$ cat config.mk
export PLATFORM = sky130hd
export DESIGN_NAME = address_register_compare
export DESIGN_NICKNAME = d
export VERILOG_FILES = /design/src/logic/ptr_cmp_pkg.sv /design/src/logic/ptr_sub_flags.sv /design/src/logic/address_register_compare.sv
export SDC_FILE = /design/constraint.sdc
export NUM_CORES = 1
export LEC_CHECK = 0
export ABC_CLOCK_PERIOD_IN_PS = 2850
export BUFFER_PORTS_ARGS = -buffer_cell sky130_fd_sc_hd__buf_2
export CAP_MARGIN = 20
export CORE_UTILIZATION = 44
export CTS_BUF_LIST = sky130_fd_sc_hd__clkbuf_16
export DETAILED_ROUTE_END_ITERATION = 12
export PLACE_DENSITY = 0.8
export SYNTH_ARGS = -nofsm -noshare
export SYNTH_HDL_FRONTEND = slang
export SYNTH_SLANG_ARGS = --single-unit
$ cat constraint.sdc
create_clock -name mclk -period 2.85 [get_ports mclk]
set_input_delay 0.285 -clock mclk [delete_from_list [all_inputs] [get_ports mclk]]
set_output_delay 0.285 -clock mclk [all_outputs]
set_load 0.02 [all_outputs]
$ cat src/logic/ptr_cmp_pkg.sv
/*
 Package for the pointer compare block: status word bit positions,
 operand widths, compare kinds and timing constants.
 Assumes nothing of its surroundings.
*/
package ptr_cmp_pkg;
   // ************************************************************
   // Widths and flag positions
   // ************************************************************
   localparam int PTR_W   = 24;
   localparam int WORD_W  = 16;
   localparam int SW_W    = 16;
   localparam int FULL_MSB = PTR_W - 1;
   localparam int WORD_MSB = WORD_W - 1;
   localparam int BIT_C   = 0;
   localparam int BIT_V   = 1;
   localparam int BIT_Z   = 2;
   localparam int BIT_N   = 3;
   localparam logic [15:0] SW_RESET = 16'h0300;
   // ************************************************************
   // Timing
   // ************************************************************
   localparam int CLK_NS       = 4;
   localparam int PTR_CYCLES   = 1;
   localparam int DATA_MIN_CYC = 1;
   localparam int DATA_MAX_CYC = 3;

   typedef enum logic [1:0] {
      CMP_NONE,
      CMP_FULL,
      CMP_WORD
   } cmp_kind_t;

   typedef struct packed {
      logic n;
      logic z;
      logic v;
      logic c;
   } flags_t;

   typedef struct packed {
      cmp_kind_t          kind;
      logic [PTR_W-1:0]   src;
      logic [PTR_W-1:0]   dst;
   } ptr_req_t;
endpackage

$ cat src/logic/ptr_sub_flags.sv
/*
 Subtractor that forms the compare flags for a 24-bit or 16-bit compare.
 Purely combinational; the caller registers the result.
*/
`timescale 1ns/1ns
`default_nettype none
module ptr_sub_flags (
   // Operands
   input  wire logic [ptr_cmp_pkg::PTR_W-1:0] dst,
   input  wire logic [ptr_cmp_pkg::PTR_W-1:0] src,
   input  wire logic                          wordMode,
   // Result
   output var ptr_cmp_pkg::flags_t            flags
);
   logic [ptr_cmp_pkg::PTR_W:0]  diffFull;
   logic [ptr_cmp_pkg::WORD_W:0] diffWord;

   always_comb begin
      diffFull = {1'b0, dst} - {1'b0, src};
      diffWord = {1'b0, dst[ptr_cmp_pkg::WORD_MSB:0]}
               - {1'b0, src[ptr_cmp_pkg::WORD_MSB:0]};
      if (wordMode) begin
         // Upper pointer bits never reach a flag
         flags.n = diffWord[ptr_cmp_pkg::WORD_MSB];
         flags.z = (diffWord[ptr_cmp_pkg::WORD_MSB:0] == '0);
         flags.v = (dst[ptr_cmp_pkg::WORD_MSB] != src[ptr_cmp_pkg::WORD_MSB])
                 && (diffWord[ptr_cmp_pkg::WORD_MSB]
                     != dst[ptr_cmp_pkg::WORD_MSB]);
         flags.c = diffWord[ptr_cmp_pkg::WORD_W];
      end else begin
         flags.n = diffFull[ptr_cmp_pkg::FULL_MSB];
         flags.z = (diffFull[ptr_cmp_pkg::FULL_MSB:0] == '0);
         flags.v = (dst[ptr_cmp_pkg::FULL_MSB] != src[ptr_cmp_pkg::FULL_MSB])
                 && (diffFull[ptr_cmp_pkg::FULL_MSB]
                     != dst[ptr_cmp_pkg::FULL_MSB]);
         flags.c = diffFull[ptr_cmp_pkg::PTR_W];
      end
   end
endmodule // ptr_sub_flags
`default_nettype wire

$ cat src/logic/address_register_compare.sv
/*
 Pointer compare execution: full-width and word compares of two
 address_generation_unit pointers, updating the status_word flags.
 Assumes the sequencer presents one compare per cycle with operands
 valid in the same cycle, and holds the status word here.
*/
//
// Contract
// - Full compare subtracts 24-bit source from destination
// - Difference discarded; pointers unchanged, only flags
// - Full compare negative flag from bit 23
// - Zero flag set when difference is zero
// - Overflow flag set on signed overflow
// - Full compare carry on borrow from bit 23
// - Full compare: one word, one cycle
// - Word compare uses only low 16 bits
// - Data word compare takes 1 to 3 cycles
// - Word compare negative flag from bit 15
// - Word compare carry on borrow from bit 15
// - Word compare: one word, one cycle
`timescale 1ns/1ns
`default_nettype none
module address_register_compare (
   // Clock and reset
   input  wire logic                          mclk,
   input  wire logic                          srst,
   // Request from the sequencer
   input  wire ptr_cmp_pkg::ptr_req_t         req,
   // Status word load from the sequencer
   input  wire logic                          swLoad,
   input  wire logic [ptr_cmp_pkg::SW_W-1:0]  swLoadValue,
   // Data word compare occupancy
   input  wire logic                          dataCmpStart,
   input  wire logic [1:0]                    dataCmpCycles,
   // Results
   output logic [ptr_cmp_pkg::SW_W-1:0]       status_word_reg,
   output logic                               cmpDone_reg,
   output logic                               dataCmpBusy_reg
);
   // ************************************************************
   // Flag computation
   // ************************************************************
   ptr_cmp_pkg::flags_t flagsNew;
   logic                isCmp;

   ptr_sub_flags u_sub (
      .dst      (req.dst),
      .src      (req.src),
      .wordMode (req.kind == ptr_cmp_pkg::CMP_WORD),
      .flags    (flagsNew)
   );

   assign isCmp = (req.kind == ptr_cmp_pkg::CMP_FULL)
               || (req.kind == ptr_cmp_pkg::CMP_WORD);

   // ************************************************************
   // Status word
   // ************************************************************
   // A compare writes only N, Z, V, C; a status load writes the whole word only in a cycle without a compare; pointers are inputs, never stored
   always_ff @(posedge mclk) begin
      if (srst) begin
         status_word_reg <= ptr_cmp_pkg::SW_RESET;
      end else if (isCmp) begin
         status_word_reg[ptr_cmp_pkg::BIT_N] <= flagsNew.n;
         status_word_reg[ptr_cmp_pkg::BIT_Z] <= flagsNew.z;
         status_word_reg[ptr_cmp_pkg::BIT_V] <= flagsNew.v;
         status_word_reg[ptr_cmp_pkg::BIT_C] <= flagsNew.c;
      end else if (swLoad) begin
         status_word_reg <= swLoadValue;
      end
   end

   // Single-cycle completion for both pointer forms
   always_ff @(posedge mclk) begin
      if (srst) begin
         cmpDone_reg <= 1'b0;
      end else begin
         cmpDone_reg <= isCmp;
      end
   end

   // ************************************************************
   // Data word compare occupancy
   // ************************************************************
   // Cycle count is clamped to the legal span of the addressing forms
   logic [1:0] busyCnt_reg;

   always_ff @(posedge mclk) begin
      if (srst) begin
         busyCnt_reg     <= 2'h0;
         dataCmpBusy_reg <= 1'b0;
      end else if (dataCmpStart && busyCnt_reg == 2'h0) begin
         if (dataCmpCycles > 2'(ptr_cmp_pkg::DATA_MIN_CYC)) begin
            busyCnt_reg <= (dataCmpCycles > 2'(ptr_cmp_pkg::DATA_MAX_CYC))
                         ? 2'(ptr_cmp_pkg::DATA_MAX_CYC - 1)
                         : 2'(dataCmpCycles - 2'h1);
            dataCmpBusy_reg <= 1'b1;
         end
      end else if (busyCnt_reg != 2'h0) begin
         busyCnt_reg     <= busyCnt_reg - 2'h1;
         dataCmpBusy_reg <= (busyCnt_reg != 2'h1);
      end
   end

   // ************************************************************
   // Checks
   // ************************************************************
   localparam logic [15:0] KEEP_MASK = 16'hFFF0;

   // Reference differences built apart from the subtractor, so a fault
   // there cannot hide in the checks
   logic [ptr_cmp_pkg::PTR_W:0]    fullExt;
   logic [ptr_cmp_pkg::WORD_W-1:0] wordDiff;

   assign fullExt  = {req.dst[ptr_cmp_pkg::FULL_MSB], req.dst}
                   - {req.src[ptr_cmp_pkg::FULL_MSB], req.src};
   assign wordDiff = req.dst[ptr_cmp_pkg::WORD_MSB:0]
                   - req.src[ptr_cmp_pkg::WORD_MSB:0];
endmodule // address_register_compare
`default_nettype wire

==> results of run 1 <==
power groups by stage:
stage / sequential (mW) / combinational [mW] / clock [mW]
floorplan: 0.368 / 0.393 / 0
global placement: 0.338 / 0.620 / 0
detailed placement: 0.340 / 0.634 / 0
CTS: 0.335 / 0.636 / 0.287
global route: 0.341 / 0.711 / 0.298
finish: 0.334 / 0.641 / 0.285
path summary, 6_finish.rpt:
| path | start | cells after the start | end |
|---|---|---|---|
| max | req[1] | 10 | status_word_reg[2]$_SDFFE_PP0P_ |
| min | srst | 2 | cmpDone_reg$_SDFF_PP0_ |
| max reg2reg | busyCnt_reg[0]$_SDFFE_PP0P_ | 6 | busyCnt_reg[0]$_SDFFE_PP0P_ |
| min reg2reg | status_word_reg[15]$_SDFFE_PP0P_ | 2 | status_word_reg[15]$_SDFFE_PP0P_ |
layer usage:
metal | track usage | up-vias | part of all wire
li1 | - | 1434 | -
met1 | 0.280 | 1251 | 0.46
met2 | 0.406 | 97 | 0.46
met3 | 0.0238 | 11 | 0.063
met4 | 0.0658 | 0 | 0.014
met5 | 0 | - | 0
stage by stage:
stage | total power, mW | util
2_1_floorplan | 0.762 | -
3_3_place_gp | 0.958 | 0.598
3_5_place_dp | 0.974 | 0.598
4_1_cts | 1.26 | 0.613
5_1_grt | 1.35 | 0.614
6_report | 1.26 | 0.614
worst max-delay path, delay by kind of cell:
family | cells | cell delay (ps)
adder cells (fa/ha/maj) | 1 | 300
AND/OR/NAND/NOR | 2 | 620
AO/OA/AOI/OAI | 6 | 1570
buffers and inverters | 1 | 100
Yosys cell counts, drive strengths merged (2+ instances only):
library cell	instances
ha	28
nand4	5
nor4	2
nand3	7
xor2	7
nor3	9
and2	3
o31a	3
o221ai	2
a21boi	2
a21oi	31
a211oi	9
o21a	5
inv	39
mux2	2
clkbuf	9
nand2b	7
nand2	46
a211o	2
or4	2
a31oi	7
a21o	4
o21bai	4
mux2i	7
o21ai	14
nor2	25
or2	2
nor2b	4
nor3b	2
o22ai	2
xnor2	5
o211ai	6
and3	2
nand3b	3
or3	2
dfxtp	20
cell type report:
cell class / count / area (µm²) / share of cell area
multi-input cells: 271 / 1810 / 0.569
inverters: 39 / 146 / 0.0461
well taps: 70 / 87.6 / 0.0276
flip-flops and latches: 20 / 400 / 0.126
repair buffers: 117 / 656 / 0.206
clock buffers: 3 / 75.1 / 0.0236
clock inverters: 1 / 3.75 / 0.00118
cell families (layout without fill, tap and decap cells):
family,after synthesis,in the layout,share of synthesized area
muxes,9,9,0.0388
buffers and inverters,49,160,0.0770
xor gates and xnor gates,12,12,0.0440
DFF,20,20,0.168
AOI/OAI and AO/OA,100,100,0.280
adders and majority gates,28,28,0.147
and+or+nand+nor,122,122,0.246
==> summary.txt, run 1 <==
Outcome - complete, no violations
R2r setup slk - 1490 ps
Iter 0 DRT Violations - 130
Placed cells - 517
Period minus WS final - 2710 ps
Root Driver - clkbuf_16
FF+latch count, synth - 20
Distinct cells, synth - 50
Rel. slew slack - 0.596
Commonest non-fill, non-tap cells in the layout - 89 x buf_2, 46 x nand2_1, 39 x inv_1
Routed length per instance - 12.3 µm
Post-route non-filler standard cell count - 521
CTS clk-pin slew, worst paths - 60 ps
Post-CTS sizing - 0
FFs w/ async S/R, synth - 0
IO Pins - 90
Final hold violations - 0
Crit end category - flop
Pleak - 1.61 nW
PnR worst setup slack - 140 ps
Post-Syn Nets - 440
Most common cell after layout, fill and taps aside - buf_2
Routed WL - 6410 µm
Yosys warnings - 0
Startpoint Class - primary input
Antenna viol nets, final - 0
Core area - 0.00517 mm²
Initial core utilization - 0.462
F_max - 369 MHz
Die Y - 75.7 µm
Post-synth EDFFs - 0
Cell Chain, Critical Path - buf_2 > ha_1 > nor2b_4 > o31a_4 > o31a_1 > or4_4 > a21o_1 > a2111oi_2 > a41oi_1 > o41ai_2
Pwr/cell area - 397 mW/mm²
Vias after detailed routing - 2793
GPL Wtd Cong - 0.923
Layout cells sized above 1 - 0.290
Sink Count - 20
Worst EP required - 3010 ps
Clk pwr share - 0.226
TNS Setup - 0 ps
Slowest CP cell - or4_4
PortBufs - 89
P&R area growth vs syn - 33.0%
# hold bufs at CTS - 0
Drt drc - 0
Clock latency on the worst-skew pair - 250 ps
Area leader, netlist - dfxtp_1
MaxCap Viol Count - 0
Sequential power share - 0.265
H-tree depth - 1
Final period utilization - 0.951
Avg Cell Area, Syn - 7.03 µm²
RSZ-0062 raised after global routing - false
Psw - 470 µW
Worst Hold Class - primary input to flop
Max Slew Vio Count - 0
Mapped Cells - 340
Dpl hpwl - 5420 µm
Worst-path maximum fanout - 2
Antenna diodes - 0
Final Net Count - 552
Internal power - 791 µW
Synth top area cells - dfxtp_1 17%, ha_1 15%, nand2_1 7.2%, a21oi_1 6.5%, inv_1 6.1%
Largest net degree at the start of global routing - 20
Fillers - 495
Max IR drop VDD - 0.000263 V
Die area - 0.00573 mm²
CTS Buffer Depth - 2
Total track usage - 0.224
Syn Std Cell Area - 0.00239 mm²
TritonRoute pass-1 iters - 4
Final setup viols - 0
Vias/cell - 5.36
Slew @ Worst Pin - 599 ps
Switching Share - 0.373
Initial antenna violation count - 0
Vias in the first global route - 2509
Grt total ovfl - 0
Clk_skew - 0.401 ps
Area share of the largest cell type after synthesis - 0.168
Row Count - 26
CTS tree - done
Cell Area, Placed - 0.00309 mm²
Combinational power share - 0.509
Max FFs per register - 16
Sequential area share after synthesis - 0.168
Pre-CTS WS - -129 ps
Die W - 75.7 µm
First-pass GRT wire length - 10200 µm
Num CTS Buffers - 3
Largest stage delay, worst path - 480 ps
Final hold slack - 233 ps
Design Area, Final - 0.00318 mm²
Arrival @ worst endpoint - 2870 ps
Setup CP Type - primary input to flop
Postcts setup bufs - 0
Post-synth top flop - dfxtp_1
(Power assumes the default switching activity.)
==> run 2, diff against run 1 <==
- ABC_AREA: not set -> 1
- PLACE_DENSITY: 0.8 -> 0.78
==> run 2 against run 1 <==
Synthesized area rose by 20%. Flip-flop and latch count did not move. Sequential share of layout area shrank 1.1 points. Sequential power barely moved. Final area up 9.8%. Power rose by 10%. Die area up 19%. Clock power increased by 34%. Non-clock buffer count fell by 28. Hold slack better by 2.0 ps. Register-to-register slack worse by 350 ps. Final cell count is 34% higher. Critical endpoint unchanged. Largest cell class unchanged.
==> summary.txt, run 2 <==
Postcts setup bufs - 0
TNS Setup - 0 ps
Syn Std Cell Area - 0.00286 mm²
Drt drc - 0
Iter 0 DRT Violations - 146
Layout cells sized above 1 - 0.197
Setup crit start - req[17]
Crit end category - flop
Sink Count - 20
Combinational power share - 0.481
Initial antenna violation count - 0
Clock latency on the worst-skew pair - 250 ps
Avg Cell Area, Syn - 5.35 µm²
Vias/cell - 4.79
Die W - 82.6 µm
FF+latch count, synth - 20
Largest net degree at the start of global routing - 16
Vias after detailed routing - 3349
Psw - 543 µW
F_max - 523 MHz
Routed length per instance - 10.8 µm
Area share of the largest cell type after synthesis - 0.230
# hold bufs at CTS - 0
Max FFs per register - 16
Post-route non-filler standard cell count - 699
Final period utilization - 0.671
End-of-flow core utilization - 0.572
Distinct cells, synth - 31
CTS tree - done
Largest stage delay, worst path - 390 ps
Final hold violations - 0
Sequential area share after synthesis - 0.140
Clk pwr share - 0.277
Startpoint Class - primary input
Sequential power share - 0.242
Placed cells - 695
Area leader, netlist - nand2_1
Post-Syn Nets - 634
Grt total ovfl - 0
Worst r2r src - busyCnt_reg[0]$_SDFFE_PP0P_
Post-CTS sizing - 0
Worst Hold Launch - swLoadValue[8]
Outcome - complete, no violations
MaxCap Viol Count - 0
Most common cell after layout, fill and taps aside - nand2_1
Post-synth top flop - dfxtp_1
Setup CP Type - primary input to flop
Switching Share - 0.392
Antenna viol nets, final - 0
Rel. slew slack - 0.696
Most frequent cell after synthesis - nand2_1
Vias in the first global route - 2776
Pwr/cell area - 397 mW/mm²
CTS clk-pin slew, worst paths - 60 ps
Busiest grt layer - met2
Worst EP required - 3040 ps
Final Net Count - 725
Cell Chain, Critical Path - buf_2 > ha_1 > nand2_1 > inv_1 > nand2_1 > nor2_1 > nand3_1 > nand4_1 > nand2_1 > inv_1 > nand2_1 > nor2_1 > nand2_1 > nand2_1 > nand2_1 > a21oi_2
Pre-CTS WS - 719 ps
Top cell by count, worst path - nand2_1
GPL Wtd Cong - 0.892
Pleak - 2.20 nW
P&R area growth vs syn - 22.2%
Worst Hold Class - primary input to flop
Synth top area cells - nand2_1 23%, inv_1 16%, dfxtp_1 14%, ha_1 12%, nor2_1 7.9%
Die area - 0.00682 mm²
Slew @ Worst Pin - 456 ps
Antenna diodes - 0
Commonest non-fill, non-tap cells in the layout - 175 x nand2_1, 124 x inv_1, 89 x buf_2
Met3 usage - 0.0275
Clk_skew - 0.774 ps
Overall Power - 1.39 mW
Initial core utilization - 0.468
Period minus WS final - 1910 ps
Routed WL - 7540 µm
Yosys warnings - 0
Arrival @ worst endpoint - 2100 ps
FFs w/ async S/R, synth - 0
Internal power - 843 µW
PnR worst setup slack - 939 ps
CTS Buffer Depth - 2
Row Count - 28
Slowest CP cell - ha_1
Num CTS Buffers - 3
Dpl hpwl - 6330 µm
H-tree depth - 1
Mapped Cells - 534
Total track usage - 0.219
Post-synth EDFFs - 0
Core area - 0.00610 mm²
Root Driver - clkbuf_16
GR Layer Usage met1 - 0.282
Max IR drop VDD - 0.000413 V
Max Slew Vio Count - 0
Routing usage on met2 - 0.401
PortBufs - 89
RSZ-0062 raised after global routing - false
Die Y - 82.6 µm
TritonRoute pass-1 iters - 5
Worst-path maximum fanout - 5
Commonest cells post-synth - 175 x nand2_1, 124 x inv_1, 60 x nor2_1
Final setup viols - 0
IO Pins - 90
First-pass GRT wire length - 11700 µm
-- run 2: changes by cell type in the layout (fill, tap and decap cells not counted), sizes merged, moves of 7 or more --
| cell | delta |
|---|---|
| nand2b | -7 |
| mux2i | -7 |
| nand2 | +142 |
| nor2 | +42 |
| inv | +89 |
| a21oi | -13 |
| nor3 | -7 |
| buf | -28 |
| nand3 | +26 |
-- run 2: stage by stage --
stage	hold WS [ps]	area [µm²]
finish	235	3490
global route	251	3490
CTS	229	3490
global placement	449	3380
floorplan	347	2860
detailed placement	468	3380
-- run 2: power by group through the flow --
stage | clock, mW | sequential (mW) | combinational, mW
after floorplan | 0 | 0.375 | 0.441
after global placement | 0 | 0.339 | 0.640
after detailed placement | 0 | 0.341 | 0.657
after CTS | 0.389 | 0.335 | 0.662
after global routing | 0.402 | 0.340 | 0.754
final | 0.383 | 0.336 | 0.667
-- run 2: logic make-up (layout without fill, tap and decap cells) --
logic type,count (synthesis),in the layout,share of synthesized area
simple gates,300,300,0.447
buf+inv,131,221,0.172
compound gates,46,46,0.0903
fa+ha+maj,28,28,0.123
flops,20,20,0.140
xor+xnor,9,9,0.0276
-- run 2: path summary, 6_finish.rpt --
| check | endpoint | slack, ps | cells past startpoint |
|---|---|---|---|
| min | status_word_reg[8]$_SDFFE_PP1P_ | 240 | 3 |
| max reg2reg | busyCnt_reg[1]$_SDFFE_PP0P_ | 1140 | 7 |
| max | status_word_reg[2]$_SDFFE_PP0P_ | 940 | 16 |
| min reg2reg | status_word_reg[15]$_SDFFE_PP0P_ | 470 | 2 |
-- run 2: metal layers --
| layer | routed length [µm] | vias to the layer above |
|---|---|---|
| li1 | - | 1794 |
| met5 | 0 | - |
| met2 | 3560 | 101 |
| met1 | 3600 | 1450 |
| met4 | 29 | 0 |
| met3 | 342 | 4 |
-- run 2: layout make-up --
type | instances | area, µm²
multi-input combinational | 383 | 1960
fill | 632 | 2610
clock inverter | 1 | 30.0
clock buffer | 3 | 75.1
timing repair buffer | 89 | 445
inverter | 128 | 480
sequential | 20 | 400
tap | 75 | 93.8
-- run 2: worst max-delay path: cells and delay by family --
kind	cells	cell delay, ps
AOI/OAI and AO/OA	1	110
and+or+nand+nor	11	1090
buffers and inverters	3	240
adders and majority gates	1	390
